[config.mk]
export PLATFORM = sky130hd
export DESIGN_NAME = converter_fault_supervisor
export DESIGN_NICKNAME = d
export VERILOG_FILES = /design/src/common/fault_supervisor_pkg.sv /design/src/verilog/tick_divider.sv /design/src/verilog/converter_fault_supervisor.sv
export VERILOG_INCLUDE_DIRS = /design/src /design/src/common
export SDC_FILE = /design/constraint.sdc
export NUM_CORES = 1
export LEC_CHECK = 0
export ABC_AREA = 0
export BUFFER_PORTS_ARGS = -buffer_cell sky130_fd_sc_hd__buf_4
export CORE_AREA = 5 5 205 188
export CTS_BUF_LIST = sky130_fd_sc_hd__clkbuf_2 sky130_fd_sc_hd__clkbuf_4 sky130_fd_sc_hd__clkbuf_8
export CTS_CLUSTER_SIZE = 40
export DETAILED_ROUTE_END_ITERATION = 8
export DIE_AREA = 0 0 210 193
export GPL_TIMING_DRIVEN = 0
export RECOVER_POWER = 50
export SYNTH_ARGS = -nofsm -noshare
export SYNTH_HDL_FRONTEND = slang
export SYNTH_SLANG_ARGS = --single-unit
[constraint.sdc]
create_clock -name clk -period 4.07 [get_ports clk]
set_clock_uncertainty 0.1 [all_clocks]
set_input_delay 1.0175 -clock clk [delete_from_list [all_inputs] [get_ports clk]]
set_output_delay 1.0175 -clock clk [all_outputs]
set_load 0.03 [all_outputs]
[src/common/fault_supervisor_defs.svh]
`ifndef FAULT_SUPERVISOR_DEFS_SVH
`define FAULT_SUPERVISOR_DEFS_SVH

// register byte addresses
`define REG_CTRL      8'h00
`define REG_UVLIM     8'h04
`define REG_OVLIM     8'h08
`define REG_OTLIM     8'h0C
`define REG_PGON      8'h10
`define REG_PGDLY     8'h14
`define REG_SSTIME    8'h18
`define REG_COMP      8'h1C
`define REG_STATUS    8'h20
`define REG_MASK      8'h24
`define REG_STATE     8'h28
`define REG_SINKLIM   8'h2C

// control register fields
`define CTRL_UV_LATCH 0
`define CTRL_OV_LATCH 1
`define CTRL_OT_LATCH 2
// compensation control bit 0: power-good pin bidirectional
`define COMP_PG_BIDIR 0

// status bit positions
`define ST_UV    0
`define ST_OV    1
`define ST_OT    2
`define ST_UVLO  3
`define ST_SLAVE 4
`define ST_PGOOD 5
`define ST_W     6

// reset values
`define RST_UVLIM   16'h0200
`define RST_OVLIM   16'h0700
`define RST_OTLIM   16'h007D
`define RST_PGON    16'h0580
`define RST_PGDLY   16'h0010
`define RST_SSTIME  16'h0100
`define RST_SINKLIM 16'h0630

// timing: hiccup off interval in microseconds, converted at 10 MHz
`define HICCUP_OFF_US   1000
`define CLK_MHZ         10
`define HICCUP_OFF_CYC  (`HICCUP_OFF_US * `CLK_MHZ)
// soft-start and delay counts tick every TICK_CYC clocks
`define TICK_CYC        16'h0064

`endif

[src/common/fault_supervisor_pkg.sv]
package fault_supervisor_pkg;
	typedef enum logic [2:0] {
		ST_OFF     = 3'b000,
		ST_SOFT    = 3'b001,
		ST_RUN     = 3'b010,
		ST_HICCUP  = 3'b011,
		ST_LATCHED = 3'b100
	} sup_state_t;

	typedef struct packed {
		logic [7:0]  adr;
		logic [31:0] dat;
		logic [3:0]  sel;
		logic        we;
		logic        req;
	} bus_req_t;

	typedef struct packed {
		logic uv;
		logic ov;
		logic ot;
		logic uvlo;
		logic slave;
	} fault_set_t;
endpackage : fault_supervisor_pkg

[src/verilog/tick_divider.sv]
`timescale 1ns/1ns
`default_nettype none
`include "fault_supervisor_defs.svh"
module tick_divider #(
	parameter logic [15:0] DIV = `TICK_CYC
) (
	input  wire logic clk,
	input  wire logic rst_n,
	input  wire logic clear,
	output var  logic tick
);
	logic [15:0] count;
	logic [15:0] next_count;
	logic        next_tick;

	always_comb begin
		next_tick  = 1'b0;
		next_count = count + 16'h0001;
		if (clear) begin
			next_count = 16'h0000;
		end else if (count >= DIV - 16'h0001) begin
			next_count = 16'h0000;
			next_tick  = 1'b1;
		end
	end

	always_ff @(posedge clk or negedge rst_n) begin
		if (!rst_n) begin
			count <= 16'h0000;
			tick  <= 1'b0;
		end else begin
			count <= next_count;
			tick  <= next_tick;
		end
	end
endmodule : tick_divider
`default_nettype wire

[src/verilog/converter_fault_supervisor.sv]
// What this block does
// - flag undervoltage when feedback below limit
// - undervoltage goes hiccup or latch-off per setting
// - latched off until bias or control cycled
// - sink mode above 5% over reference
// - sink mode forces continuous conduction
// - high-side turn-on ends sink mode
// - overtemperature goes hiccup or latch-off
// - compensation bit 0 picks pin direction
// - bidirectional pin senses slave phase faults
// - power good low once input applied
// - power good after threshold plus delay
// - protection faults latch power good low
// - only new soft start releases power good
// - input supply failure latches power good low
// - soft-start time programmable, restarts power good
//
// The address map and the Wishbone register port are this design's own decisions.
`timescale 1ns/1ns
`default_nettype none
`include "fault_supervisor_defs.svh"
module converter_fault_supervisor
	import fault_supervisor_pkg::*;
#(
	parameter int HICCUP_CYC = `HICCUP_OFF_CYC
) (
	input  wire logic        clk,
	input  wire logic        rst_n,
	input  wire logic        wb_cyc_i,
	input  wire logic        wb_stb_i,
	input  wire logic        wb_we_i,
	input  wire logic [7:0]  wb_adr_i,
	input  wire logic [31:0] wb_dat_i,
	input  wire logic [3:0]  wb_sel_i,
	output var  logic [31:0] wb_dat_o,
	output var  logic        wb_ack_o,
	input  wire logic [15:0] feedback_sense,
	input  wire logic [15:0] temp_sense,
	input  wire logic        vin_ok,
	input  wire logic        enable_in,
	input  wire logic        high_side_switch,
	input  wire logic        power_good_pin_i,
	output var  logic        power_good_pin_o,
	output var  logic        power_good_pin_oe,
	output var  logic        switching_en,
	output var  logic        forced_ccm,
	output var  logic        output_sinking_state,
	output var  logic        irq
);
	bus_req_t   req;
	sup_state_t state;
	sup_state_t next_state;
	fault_set_t fault;

	logic [2:0]  respLatch;
	logic [15:0] uvLimit, ovLimit, otLimit, pgOn, pgDelay, ssTime, sinkLimit;
	logic        pgBidir;
	logic [`ST_W-1:0] status, mask;
	logic [31:0] next_dat;
	logic        next_ack;

	logic [31:0] waitCount;
	logic [31:0] next_waitCount;
	logic [15:0] tickCount;
	logic [15:0] next_tickCount;
	logic        pgood;
	logic        next_pgood;
	logic        sink;
	logic        next_sink;
	logic        enPrev;
	logic        tick;
	logic        anyFault;
	logic        latchSel;
	logic        wr;

	function automatic logic [15:0] lane_write(input logic [15:0] old,
		input logic [31:0] dat, input logic [3:0] sel);
		lane_write = {sel[1] ? dat[15:8] : old[15:8],
			sel[0] ? dat[7:0] : old[7:0]};
	endfunction : lane_write

	assign req = '{adr: wb_adr_i, dat: wb_dat_i, sel: wb_sel_i,
		we: wb_we_i, req: wb_cyc_i & wb_stb_i};
	assign wr = req.req & req.we & ~wb_ack_o;

	// fault detection from analog-facing samples
	always_comb begin
		fault.uv    = state == ST_RUN && feedback_sense < uvLimit;
		fault.ov    = state != ST_OFF && feedback_sense > ovLimit;
		fault.ot    = temp_sense > otLimit;
		fault.uvlo  = ~vin_ok;
		// the shared line reads low while a slave phase pulls it down
		fault.slave = pgBidir & pgood & ~power_good_pin_i;
	end
	assign anyFault = fault.uv | fault.ov | fault.ot | fault.slave;
	// chosen response: latch if any active fault is set to latch-off; a slave fault always latches
	assign latchSel = (fault.uv & respLatch[`CTRL_UV_LATCH])
		| (fault.ov & respLatch[`CTRL_OV_LATCH])
		| (fault.ot & respLatch[`CTRL_OT_LATCH])
		| fault.slave;

	tick_divider u_tick (
		.clk   (clk),
		.rst_n (rst_n),
		.clear (state != next_state),
		.tick  (tick)
	);

	// sequencer
	always_comb begin
		next_state     = state;
		next_waitCount = waitCount;
		next_tickCount = tickCount;
		next_pgood     = pgood;
		unique case (state)
			ST_OFF: begin
				next_pgood = 1'b0;
				if (enable_in && vin_ok) begin
					next_state     = ST_SOFT;
					next_tickCount = 16'h0000;
				end
			end
			ST_SOFT: begin
				if (tick) begin
					next_tickCount = tickCount + 16'h0001;
				end
				if (tickCount >= ssTime) begin
					next_state     = ST_RUN;
					next_tickCount = 16'h0000;
				end
			end
			ST_RUN: begin
				if (!pgood && feedback_sense >= pgOn && tick) begin
					next_tickCount = tickCount + 16'h0001;
				end
				if (!pgood && feedback_sense >= pgOn
					&& tickCount >= pgDelay) begin
					next_pgood = 1'b1;
				end
			end
			ST_HICCUP: begin
				next_waitCount = waitCount + 32'h0000_0001;
				if (waitCount >= 32'(HICCUP_CYC - 1)) begin
					next_state     = ST_SOFT;
					next_tickCount = 16'h0000;
				end
			end
			ST_LATCHED: begin
				// stays here until enable is dropped or reset
				if (!enable_in) begin
					next_state = ST_OFF;
				end
			end
			default: next_state = ST_OFF;
		endcase
		if (state != ST_OFF && state != ST_LATCHED) begin
			if (!vin_ok || !enable_in) begin
				next_state = ST_OFF;
				next_pgood = 1'b0;
			end else if (anyFault) begin
				next_pgood     = 1'b0;
				next_waitCount = 32'h0000_0000;
				next_state     = latchSel ? ST_LATCHED : ST_HICCUP;
			end
		end
		if (state == ST_HICCUP || state == ST_LATCHED) begin
			next_pgood = 1'b0;
		end
	end

	// sink mode: above 5% over reference, below trip level
	always_comb begin
		next_sink = sink;
		if (state == ST_RUN && feedback_sense > sinkLimit
			&& feedback_sense <= ovLimit) begin
			next_sink = 1'b1;
		end
		if (high_side_switch || state != ST_RUN) begin
			next_sink = 1'b0;
		end
	end

	always_ff @(posedge clk or negedge rst_n) begin
		if (!rst_n) begin
			state     <= ST_OFF;
			waitCount <= 32'h0000_0000;
			tickCount <= 16'h0000;
			pgood     <= 1'b0;
			sink      <= 1'b0;
			enPrev    <= 1'b0;
		end else begin
			state     <= next_state;
			waitCount <= next_waitCount;
			tickCount <= next_tickCount;
			pgood     <= next_pgood;
			sink      <= next_sink;
			enPrev    <= enable_in;
		end
	end

	// pin and converter outputs, all registered
	always_ff @(posedge clk or negedge rst_n) begin
		if (!rst_n) begin
			power_good_pin_o     <= 1'b0;
			power_good_pin_oe    <= 1'b0;
			switching_en         <= 1'b0;
			forced_ccm           <= 1'b0;
			output_sinking_state <= 1'b0;
			irq                  <= 1'b0;
		end else begin
			// open drain: enable low drives the pin low
			power_good_pin_o     <= 1'b0;
			power_good_pin_oe    <= next_pgood;
			switching_en         <= next_state == ST_SOFT
				|| next_state == ST_RUN;
			forced_ccm           <= next_sink;
			output_sinking_state <= next_sink;
			irq                  <= |(status & mask);
		end
	end

	// register file; fault set wins over write-one-to-clear
	logic [`ST_W-1:0] evt;
	logic [`ST_W-1:0] next_status;
	assign evt = {pgood & ~next_pgood, fault.slave, fault.uvlo & enPrev,
		fault.ot, fault.ov, fault.uv};
	always_comb begin
		next_status = status;
		if (wr && req.adr == `REG_STATUS && req.sel[0]) begin
			next_status = status & ~req.dat[`ST_W-1:0];
		end
		next_status = next_status | evt;
	end

	always_comb begin
		next_ack = req.req & ~wb_ack_o;
		unique case (req.adr)
			`REG_CTRL:    next_dat = {29'h0, respLatch};
			`REG_UVLIM:   next_dat = {16'h0, uvLimit};
			`REG_OVLIM:   next_dat = {16'h0, ovLimit};
			`REG_OTLIM:   next_dat = {16'h0, otLimit};
			`REG_PGON:    next_dat = {16'h0, pgOn};
			`REG_PGDLY:   next_dat = {16'h0, pgDelay};
			`REG_SSTIME:  next_dat = {16'h0, ssTime};
			`REG_COMP:    next_dat = {31'h0, pgBidir};
			`REG_STATUS:  next_dat = {26'h0, status};
			`REG_MASK:    next_dat = {26'h0, mask};
			`REG_STATE:   next_dat = {26'h0, sink, pgood, 1'b0, state};
			`REG_SINKLIM: next_dat = {16'h0, sinkLimit};
			default:      next_dat = 32'h0000_0000;
		endcase
	end

	always_ff @(posedge clk or negedge rst_n) begin
		if (!rst_n) begin
			wb_ack_o  <= 1'b0;
			wb_dat_o  <= 32'h0000_0000;
			respLatch <= 3'h0;
			uvLimit   <= `RST_UVLIM;
			ovLimit   <= `RST_OVLIM;
			otLimit   <= `RST_OTLIM;
			pgOn      <= `RST_PGON;
			pgDelay   <= `RST_PGDLY;
			ssTime    <= `RST_SSTIME;
			sinkLimit <= `RST_SINKLIM;
			pgBidir   <= 1'b0;
			status    <= '0;
			mask      <= '0;
		end else begin
			wb_ack_o <= next_ack;
			wb_dat_o <= next_dat;
			status   <= next_status;
			if (wr) begin
				unique case (req.adr)
					`REG_CTRL: if (req.sel[0]) respLatch <= req.dat[2:0];
					`REG_UVLIM:   uvLimit   <= lane_write(uvLimit, req.dat, req.sel);
					`REG_OVLIM:   ovLimit   <= lane_write(ovLimit, req.dat, req.sel);
					`REG_OTLIM:   otLimit   <= lane_write(otLimit, req.dat, req.sel);
					`REG_PGON:    pgOn      <= lane_write(pgOn, req.dat, req.sel);
					`REG_PGDLY:   pgDelay   <= lane_write(pgDelay, req.dat, req.sel);
					`REG_SSTIME:  ssTime    <= lane_write(ssTime, req.dat, req.sel);
					`REG_SINKLIM: sinkLimit <= lane_write(sinkLimit, req.dat, req.sel);
					`REG_COMP: if (req.sel[0]) pgBidir <= req.dat[`COMP_PG_BIDIR];
					`REG_MASK: if (req.sel[0]) mask <= req.dat[`ST_W-1:0];
					default: ;
				endcase
			end
		end
	end

	property p_uv_pgood;
		@(posedge clk) disable iff (!rst_n)
		(state == ST_RUN && fault.uv && enable_in && vin_ok)
			|=> (state inside {ST_HICCUP, ST_LATCHED}) && !pgood;
	endproperty
	a_uv_pgood: assert property (p_uv_pgood) else $error("uv not handled");

	property p_uv_latch;
		@(posedge clk) disable iff (!rst_n)
		(state == ST_RUN && fault.uv && respLatch[`CTRL_UV_LATCH]
			&& enable_in && vin_ok) |=> state == ST_LATCHED;
	endproperty
	a_uv_latch: assert property (p_uv_latch) else $error("uv latch missed");

	property p_latched_stays;
		@(posedge clk) disable iff (!rst_n)
		(state == ST_LATCHED && enable_in) |=> state == ST_LATCHED;
	endproperty
	a_latched_stays: assert property (p_latched_stays) else $error("left latch");

	property p_sink_ccm;
		@(posedge clk) disable iff (!rst_n)
		output_sinking_state |-> forced_ccm;
	endproperty
	a_sink_ccm: assert property (p_sink_ccm) else $error("sink without ccm");

	property p_sink_exit;
		@(posedge clk) disable iff (!rst_n)
		// both registered at one edge; sinking may re-enter afterwards
		high_side_switch |=> !sink && !output_sinking_state;
	endproperty
	a_sink_exit: assert property (p_sink_exit) else $error("sink kept");

	property p_pg_off_low;
		@(posedge clk) disable iff (!rst_n)
		(state == ST_OFF) |=> !power_good_pin_oe ##0 !pgood;
	endproperty
	a_pg_off_low: assert property (p_pg_off_low) else $error("pg high off");

	property p_pg_rise;
		@(posedge clk) disable iff (!rst_n)
		$rose(pgood) |-> $past(feedback_sense) >= $past(pgOn)
			&& $past(state) == ST_RUN;
	endproperty
	a_pg_rise: assert property (p_pg_rise) else $error("pg rose early");

	property p_pg_latched;
		@(posedge clk) disable iff (!rst_n)
		(state == ST_HICCUP || state == ST_LATCHED) |-> !pgood;
	endproperty
	a_pg_latched: assert property (p_pg_latched) else $error("pg in fault");

	property p_uvlo;
		@(posedge clk) disable iff (!rst_n)
		!vin_ok |=> !pgood ##1 !power_good_pin_oe;
	endproperty
	a_uvlo: assert property (p_uvlo) else $error("pg high at uvlo");

	property p_hiccup_off;
		@(posedge clk) disable iff (!rst_n)
		$rose(state == ST_HICCUP) |=> !switching_en [*3];
	endproperty
	a_hiccup_off: assert property (p_hiccup_off) else $error("hiccup switching");
endmodule : converter_fault_supervisor
`default_nettype wire

==> results of run 1 <==
[synth_stat cells (4+ instances only)]
cell | instances | area (um^2)
sky130_fd_sc_hd__a211oi_1 | 6 | 45.0
sky130_fd_sc_hd__a21boi_0 | 7 | 52.6
sky130_fd_sc_hd__a21o_1 | 18 | 135
sky130_fd_sc_hd__a21oi_1 | 41 | 205
sky130_fd_sc_hd__a221oi_1 | 9 | 78.8
sky130_fd_sc_hd__a222oi_1 | 13 | 130
sky130_fd_sc_hd__a22o_1 | 10 | 87.6
sky130_fd_sc_hd__a22oi_1 | 34 | 255
sky130_fd_sc_hd__and3_1 | 15 | 93.8
sky130_fd_sc_hd__and4_1 | 5 | 43.8
sky130_fd_sc_hd__buf_4 | 18 | 135
sky130_fd_sc_hd__clkbuf_1 | 23 | 86.3
sky130_fd_sc_hd__dfrtp_1 | 199 | 4980
sky130_fd_sc_hd__dfstp_2 | 19 | 499
sky130_fd_sc_hd__ha_1 | 114 | 1430
sky130_fd_sc_hd__inv_1 | 120 | 450
sky130_fd_sc_hd__mux2_2 | 122 | 1370
sky130_fd_sc_hd__nand2_1 | 85 | 319
sky130_fd_sc_hd__nand2b_1 | 8 | 50.1
sky130_fd_sc_hd__nand3_1 | 44 | 220
sky130_fd_sc_hd__nand4_1 | 27 | 169
sky130_fd_sc_hd__nor2_1 | 80 | 300
sky130_fd_sc_hd__nor2b_1 | 10 | 62.6
sky130_fd_sc_hd__nor3_1 | 15 | 75.1
sky130_fd_sc_hd__nor4_1 | 10 | 62.6
sky130_fd_sc_hd__o211ai_1 | 10 | 75.1
sky130_fd_sc_hd__o21a_1 | 7 | 52.6
sky130_fd_sc_hd__o21ai_0 | 38 | 190
sky130_fd_sc_hd__o31ai_1 | 5 | 37.5
sky130_fd_sc_hd__or3_1 | 4 | 25.0
sky130_fd_sc_hd__or4_1 | 7 | 52.6
sky130_fd_sc_hd__xnor2_1 | 14 | 123
sky130_fd_sc_hd__xor2_1 | 23 | 201
[sequential cells by signal (all words and copies together), names as in the netlist, 3 cells and up]
name          flops
waitCount        32
otLimit          16
ovLimit          16
pgDelay          16
pgOn             16
sinkLimit        16
ssTime           16
tickCount        16
u_tick.count     16
uvLimit          16
wb_dat_o         16
mask              6
status            6
respLatch         3
state             3
[critical path, delay by kind of cell]
kind            cells  cell delay, ps
simple gates        7            2420
compound gates      2             350
fa+ha+maj           1             320
buf+inv             1             140
[cells by family after synthesis]
logic type,synth area share
flops,0.439
fa+ha+maj,0.114
mux,0.110
xor+xnor,0.0260
buf+inv,0.0546
simple gates,0.132
other cells,0.000301
compound gates,0.123
[through the flow]
step	hold WS, ps	setup slack, ps
after floorplan	349	313
after global placement	330	-536
after detailed placement	344	-679
after CTS	351	93.4
after global routing	361	10.6
final	352	130
[timing repair]
item | CTS | global route
endpoints found under the setup margin | 30 | 40
gates resized for setup | 1 | 7
buffers inserted | 0 | 0
[final timing paths]
path                                          from            end  slack [ps]  depth (start not counted)
worst min-delay path                      wb_ack_o       wb_ack_o         350                          1
worst min register to register            wb_ack_o       wb_ack_o         350                          1
min in group asynchronous                    rst_n  sinkLimit[12]        1180                          1
worst max register to register          otLimit[5]    u_tick.tick         270                         11
worst max-delay path            feedback_sense[14]    u_tick.tick         130                         11
max in group asynchronous                    rst_n  waitCount[11]        1120                          2
[power groups by stage]
stage	Sequential, mW	Clock [mW]	Combinational [mW]
global route	2.30	2.44	0.826
finish	2.29	2.27	0.736
detailed placement	2.33	0	0.736
CTS	2.29	2.34	0.741
floorplan	2.32	0	0.434
global placement	2.33	0	0.717
[routing by layer]
metal  GRT usage  part of all wire
met1       0.238              0.48
met2       0.252              0.44
met3      0.0372             0.067
met4      0.0434             0.018
met5           0                 0
[cell type report]
cell class / instances / area (um^2)
multi-input cells: 845 / 6410
inverters: 120 / 450
plain buffers: 43 / 233
diodes: 1 / 2.50
fillers: 3631 / 21700
well taps: 483 / 604
clock inverters: 6 / 80.1
repair buffers: 87 / 659
clock buffers: 63 / 779
flip-flops and latches: 218 / 5480
==> run summary, run 1 <==
• 1554 — post-layout net count
• max-capacitance violations, max-slew violations — failing checks
• 33600 um — total wirelength of the detailed-routed design
• 0 — final number of hold-violating endpoints
• 40 — total CTS buffers
• sky130_fd_sc_hd__dfrtp_1 — dominant synthesized flop cell
• sky130_fd_sc_hd__clkbuf_8 — Root Buffer Master
• done — TritonCTS clock tree
• 10.4 um^2 — synthesized area per cell
• 5.18 — post-DR vias/cell
• 0 — Overflow after GRT
• 25200 um — post-detailed-placement half-perimeter wirelength
• 0 — DRC Markers
• buf_4 -> ha_1 -> nand4_1 -> or4_1 -> or2_1 -> o31ai_2 -> nand4_2 -> or4b_1 -> a211oi_2 -> nor3_2 -> nor3_1 — CP Cell Sequence
• 0.404 — final core utilization
• 1.46 mW — Switching Power
• 0 — number of warnings reported in the yosys synthesis log
• 1796 — DP Cell Count
• 0.968 — ratio of final minimum period to clock period
• 0 — number of nets still failing antenna checks after routing
• 124 — number of I/O pins
• 8 — largest fanout on the critical path
• 218 — count of clock tree sinks
• 360 mW/mm^2 — power per standard cell area
• 650 ps — Crit path largest cell delay
• 0 — number of antenna violations at the first check in global routing
• 62 — unique cell type count in the Yosys netlist
• 0 ps — setup TNS after final layout
• in2reg — Critical Setup Path Class
• 6.74 nW — Leak
• 0.276 — fraction of power spent switching nets
• 1201 — synthesized netlist cell count
• 0.912 — placer's final routability congestion estimate
• 0.165 — All-Layer GR Usage
• 0.241 — fraction of layout instances using a drive strength above 1
• 0.0364 mm^2 — CORE AREA
• 3.83 mW — Power Internal
• 0 — hold_buf cts
• 0.0138 mm^2 — Placed Area
• input port — Worst Setup Start Kind
• 0 — number of enable-type register cells in the synthesized netlist
• 218 — register bit count reported by yosys
• 0.0147 mm^2 — final instance area
• sky130_fd_sc_hd__dfrtp_1 — leading cell type in the layout, fill and taps excluded
• 0.0405 mm^2 — area of the die
• -0.733 — Slew headroom
• 101 — count of final max-slew check failures
• 60 ps — clock edge transition at the registers on the reported setup and hold paths
• 9625 — vias in the first global route
• 53200 um — first-pass GRT wire length
• 5.29 mW — total power
• 0.254 GHz — FMAX
• 1866 — post-route non-filler standard cell count
• 210 um — Die X-Extent
• 708 — DR iter-0 viols
• sky130_fd_sc_hd__or4_1 — slowest cell on the critical path
• 3 — CTS Buffer Depth
• 18.0 um — routed length per placed instance
• 0.433 — sequential cell fraction of total power
• 0.139 — share of total power in combinational logic
• 1 — maxcap violations
• 1.00 — ys async rst share
• false — unrepaired setup endpoints after global routing
• 17.9% — Area growth syn-to-layout
• flop — kind of end point of the critical path
• 119 — maximum number of pins on one net before global-route repair
• 7 — Initial DRT Pass Iterations
• 193 um — y dimension of the die
• 86 — Port Buf Inserts
• 0.0125 mm^2 — summed instance area of the synthesized netlist
• sky130_fd_sc_hd__dfrtp_1, sky130_fd_sc_hd__mux2_2, sky130_fd_sc_hd__inv_1, sky130_fd_sc_hd__ha_1, sky130_fd_sc_hd__buf_4 — commonest non-fill, non-tap cells in the layout
• 4250 ps — arrival time of data at the critical path endpoint
• 4380 ps — data required time of the critical path
• 2 — CTS H-tree lvls
• 9657 — total via count after detailed routing
• 550 ps — clock network latency to the later pin of the worst-skew pair
• 67 — Std-Cell Rows
• reg2reg — Hold/Removal Path Class
• 2600 ps — Slew @ Worst Pin
• 0.439 — proportion of synthesized chip area in sequential cells
• 3940 ps — final period demand of the worst path
• 0.139 mV — IR drop worst, VDD
• 0.343 — initial cell density of the core
• finished with violations — run status
• 0.428 — fraction of power consumed by the clock network
• 0 — final setup violating endpoints
Note: power is estimated with default switching activity, not from simulation.
==> inputs of run 2 (changes only) <==
--- a/config.mk
+++ b/config.mk
@@ -9,7 +9,7 @@
 export ABC_AREA = 0
 export BUFFER_PORTS_ARGS = -buffer_cell sky130_fd_sc_hd__buf_4
 export CORE_AREA = 5 5 205 188
-export CTS_BUF_LIST = sky130_fd_sc_hd__clkbuf_2 sky130_fd_sc_hd__clkbuf_4 sky130_fd_sc_hd__clkbuf_8
+export CTS_BUF_LIST = sky130_fd_sc_hd__clkbuf_8
 export CTS_CLUSTER_SIZE = 40
 export DETAILED_ROUTE_END_ITERATION = 8
 export DIE_AREA = 0 0 210 193
==> run 2 against run 1 <==
  * The flow still finishes with violations (max-capacitance violations, max-slew violations)
  * Global-route usage about the same
  * Register-to-register slack about the same
  * Setup slack improved by 5.9 ps
  * Via count increased by 0.32%
  * Clock-buffer cell count decreased by 14
  * Final cell count unchanged
  * Largest power group unchanged
==> run summary, run 2 (synthesized netlist as in run 1, its figures left out) <==
• 101 — count of final max-slew check failures, unchanged
• 218 — count of clock tree sinks, unchanged
• 32 — max reg flops, unchanged
• 33700 um — total wirelength of the detailed-routed design, was 33600 um
• 0.231 — fraction of layout instances using a drive strength above 1, was 0.241
• 0.138 mV — IR drop worst, VDD, was 0.139 mV
• 11 — R2R cell count, unchanged
• 86 — Port Buf Inserts, unchanged
• 0 — Overflow after GRT, unchanged
• 25200 um — post-detailed-placement half-perimeter wirelength, unchanged
• simple AND/OR/NAND/NOR gates — cell class contributing the biggest share of worst-path delay, unchanged
• 6.75 nW — Leak, was 6.74 nW
• sky130_fd_sc_hd__dfrtp_1, sky130_fd_sc_hd__inv_1, sky130_fd_sc_hd__mux2_2, sky130_fd_sc_hd__ha_1, sky130_fd_sc_hd__buf_4 — commonest non-fill, non-tap cells in the layout, was sky130_fd_sc_hd__dfrtp_1, sky130_fd_sc_hd__mux2_2, sky130_fd_sc_hd__inv_1, sky130_fd_sc_hd__ha_1, sky130_fd_sc_hd__buf_4
• 0.403 — final core utilization, was 0.404
• 2610 ps — Slew @ Worst Pin, was 2600 ps
• 6 — Initial DRT Pass Iterations, was 7
• 2 — CTS H-tree lvls, unchanged
• 650 ps — Crit path largest cell delay, about the same
• buf_4 -> ha_1 -> nand4_1 -> or4_1 -> or2_1 -> o31ai_2 -> nand4_2 -> or4b_1 -> a211oi_2 -> nor3_2 -> nor3_1 — CP Cell Sequence, unchanged
• 136 ps — fin worst setup slack, was 130 ps
• 0 — final number of hold-violating endpoints, unchanged
• 0.254 GHz — FMAX, about the same
• max-capacitance violations, max-slew violations — failing checks, unchanged
• 193 um — y dimension of the die, unchanged
• 60 ps — clock edge transition at the registers on the reported setup and hold paths, about the same
• 4240 ps — arrival time of data at the critical path endpoint, was 4250 ps
• sky130_fd_sc_hd__dfrtp_1 — leading cell type in the layout, fill and taps excluded, unchanged
• 1 — Hold Path Stages, unchanged
• 17.5% — Area growth syn-to-layout, was 17.9%
• 124 — number of I/O pins, unchanged
• -0.741 — Slew headroom, was -0.733
• flop — kind of end point of the critical path, unchanged
• false — unrepaired setup endpoints after global routing, unchanged
• 1554 — post-layout net count, unchanged
• 4380 ps — data required time of the critical path, about the same
• 1.46 mW — Switching Power, about the same
• 0.0146 mm^2 — final instance area, was 0.0147 mm^2
• 550 ps — clock network latency to the later pin of the worst-skew pair, about the same
• 210 um — Die X-Extent, unchanged
• 1796 — DP Cell Count, unchanged
• sky130_fd_sc_hd__or4_1 — slowest cell on the critical path, unchanged
• 5.19 — post-DR vias/cell, was 5.18
• done — TritonCTS clock tree, unchanged
• 0.0364 mm^2 — CORE AREA, unchanged
• 0.443 — sequential cell fraction of total power, was 0.433
• 11 — count of cell instances traversed by the critical path, unchanged
• 0.165 — All-Layer GR Usage, about the same
• 9688 — total via count after detailed routing, was 9657
• 1866 — post-route non-filler standard cell count, unchanged
• 0.343 — initial cell density of the core, unchanged
• 1 — maxcap violations, unchanged
• 40 — total CTS buffers, unchanged
• 1 — total buffers and inverters traversed by the critical path, unchanged
• 0 — final setup violating endpoints, unchanged
• 0.912 — placer's final routability congestion estimate, unchanged
• 0.967 — ratio of final minimum period to clock period, was 0.968
• 18.1 um — routed length per placed instance, was 18.0 um
• 353 ps — Fin Hold WS, was 352 ps
• input port — Worst Setup Start Kind, unchanged
• finished with violations — run status, unchanged
• 0.0138 mm^2 — Placed Area, unchanged
• 53200 um — first-pass GRT wire length, about the same
• 8 — largest fanout on the critical path, unchanged
• 119 — maximum number of pins on one net before global-route repair, unchanged
• 0.414 — fraction of power consumed by the clock network, was 0.428
• in2reg — Critical Setup Path Class, unchanged
• 0 — DRC Markers, unchanged
• reg2reg — Hold/Removal Path Class, unchanged
• 5.17 mW — total power, was 5.29 mW
• 3 — CTS Buffer Depth, unchanged
• sky130_fd_sc_hd__clkbuf_8 — Root Buffer Master, unchanged
• -679 ps — Placement Setup Slack, unchanged
• 0 — hold_buf cts, unchanged
• 0 ps — setup TNS after final layout, unchanged
• 0.142 — share of total power in combinational logic, was 0.139
• 0 — number of buffers added for setup after CTS, unchanged
• 643 — DR iter-0 viols, was 708
• 3930 ps — final period demand of the worst path, was 3940 ps
• 0.283 — fraction of power spent switching nets, was 0.276
• 353 mW/mm^2 — power per standard cell area, was 360 mW/mm^2
• 0 — number of antenna violations at the first check in global routing, unchanged
• 3.71 mW — Power Internal, was 3.83 mW
• 0 — number of nets still failing antenna checks after routing, unchanged
• 9626 — vias in the first global route, was 9625
• 0.0405 mm^2 — area of the die, unchanged
• waitCount — register with the highest flop count, unchanged
• 67 — Std-Cell Rows, unchanged
[run 2: cell types whose count changed in the layout (fill, tap and decap cells not counted), sizes merged]
cell	previous run	this run
clkbuf	91	77
inv	120	134
[run 2: layout make-up]
class	instances	area, um^2
Clock inverter	20	133
Multi-Input combinational cell	845	6410
Sequential cell	218	5480
Clock buffer	49	674
Timing Repair Buffer	87	659
Tap cell	483	604
Buffer	43	233
Antenna cell	1	2.50
Inverter	120	450
Fill cell	3628	21700
[run 2: timing repair]
| item | CTS | global route |
|---|---|---|
| gates resized for setup | 1 | 7 |
| endpoints found under the setup margin | 30 | 40 |
| pin swaps | 0 | 0 |
[run 2: worst reg2reg max path, cell delays in order, from the launching register on]
cell and delay (ps):
sky130_fd_sc_hd__dfstp_2 540, sky130_fd_sc_hd__inv_1 40, sky130_fd_sc_hd__ha_1 290, sky130_fd_sc_hd__nand4_1 210
sky130_fd_sc_hd__or4_1 550, sky130_fd_sc_hd__or2_1 300, sky130_fd_sc_hd__o31ai_2 120, sky130_fd_sc_hd__nand4_2 250
sky130_fd_sc_hd__or4b_1 580, sky130_fd_sc_hd__a211oi_2 230, sky130_fd_sc_hd__nor3_2 140, sky130_fd_sc_hd__nor3_1 320
[run 2: power groups by stage]
stage | Sequential [mW] | Combinational [mW] | Clock [mW]
2_1_floorplan | 2.32 | 0.434 | 0
3_3_place_gp | 2.33 | 0.717 | 0
3_5_place_dp | 2.33 | 0.736 | 0
4_1_cts | 2.29 | 0.741 | 2.21
5_1_grt | 2.30 | 0.826 | 2.30
6_report | 2.29 | 0.736 | 2.14
[run 2: final timing paths]
| kind | startpoint | slack, ps | endpoint |
|---|---|---|---|
| setup / recovery | feedback_sense[14] | 140 | u_tick.tick |
| hold / removal | wb_ack_o | 350 | wb_ack_o |
| setup reg to reg | ovLimit[10] | 260 | u_tick.tick |
| hold reg to reg | wb_ack_o | 350 | wb_ack_o |
| max in group asynchronous | rst_n | 1110 | waitCount[11] |
| min in group asynchronous | rst_n | 1190 | wb_dat_o[9] |
[run 2: per-layer routing]
layer  up-vias  track usage  wire length, um
li1       4600            -                -
met5         -            0                0
met3        59       0.0366             2320
met1      4753        0.238            16100
met2       276        0.252            14600
met4         0       0.0442              666
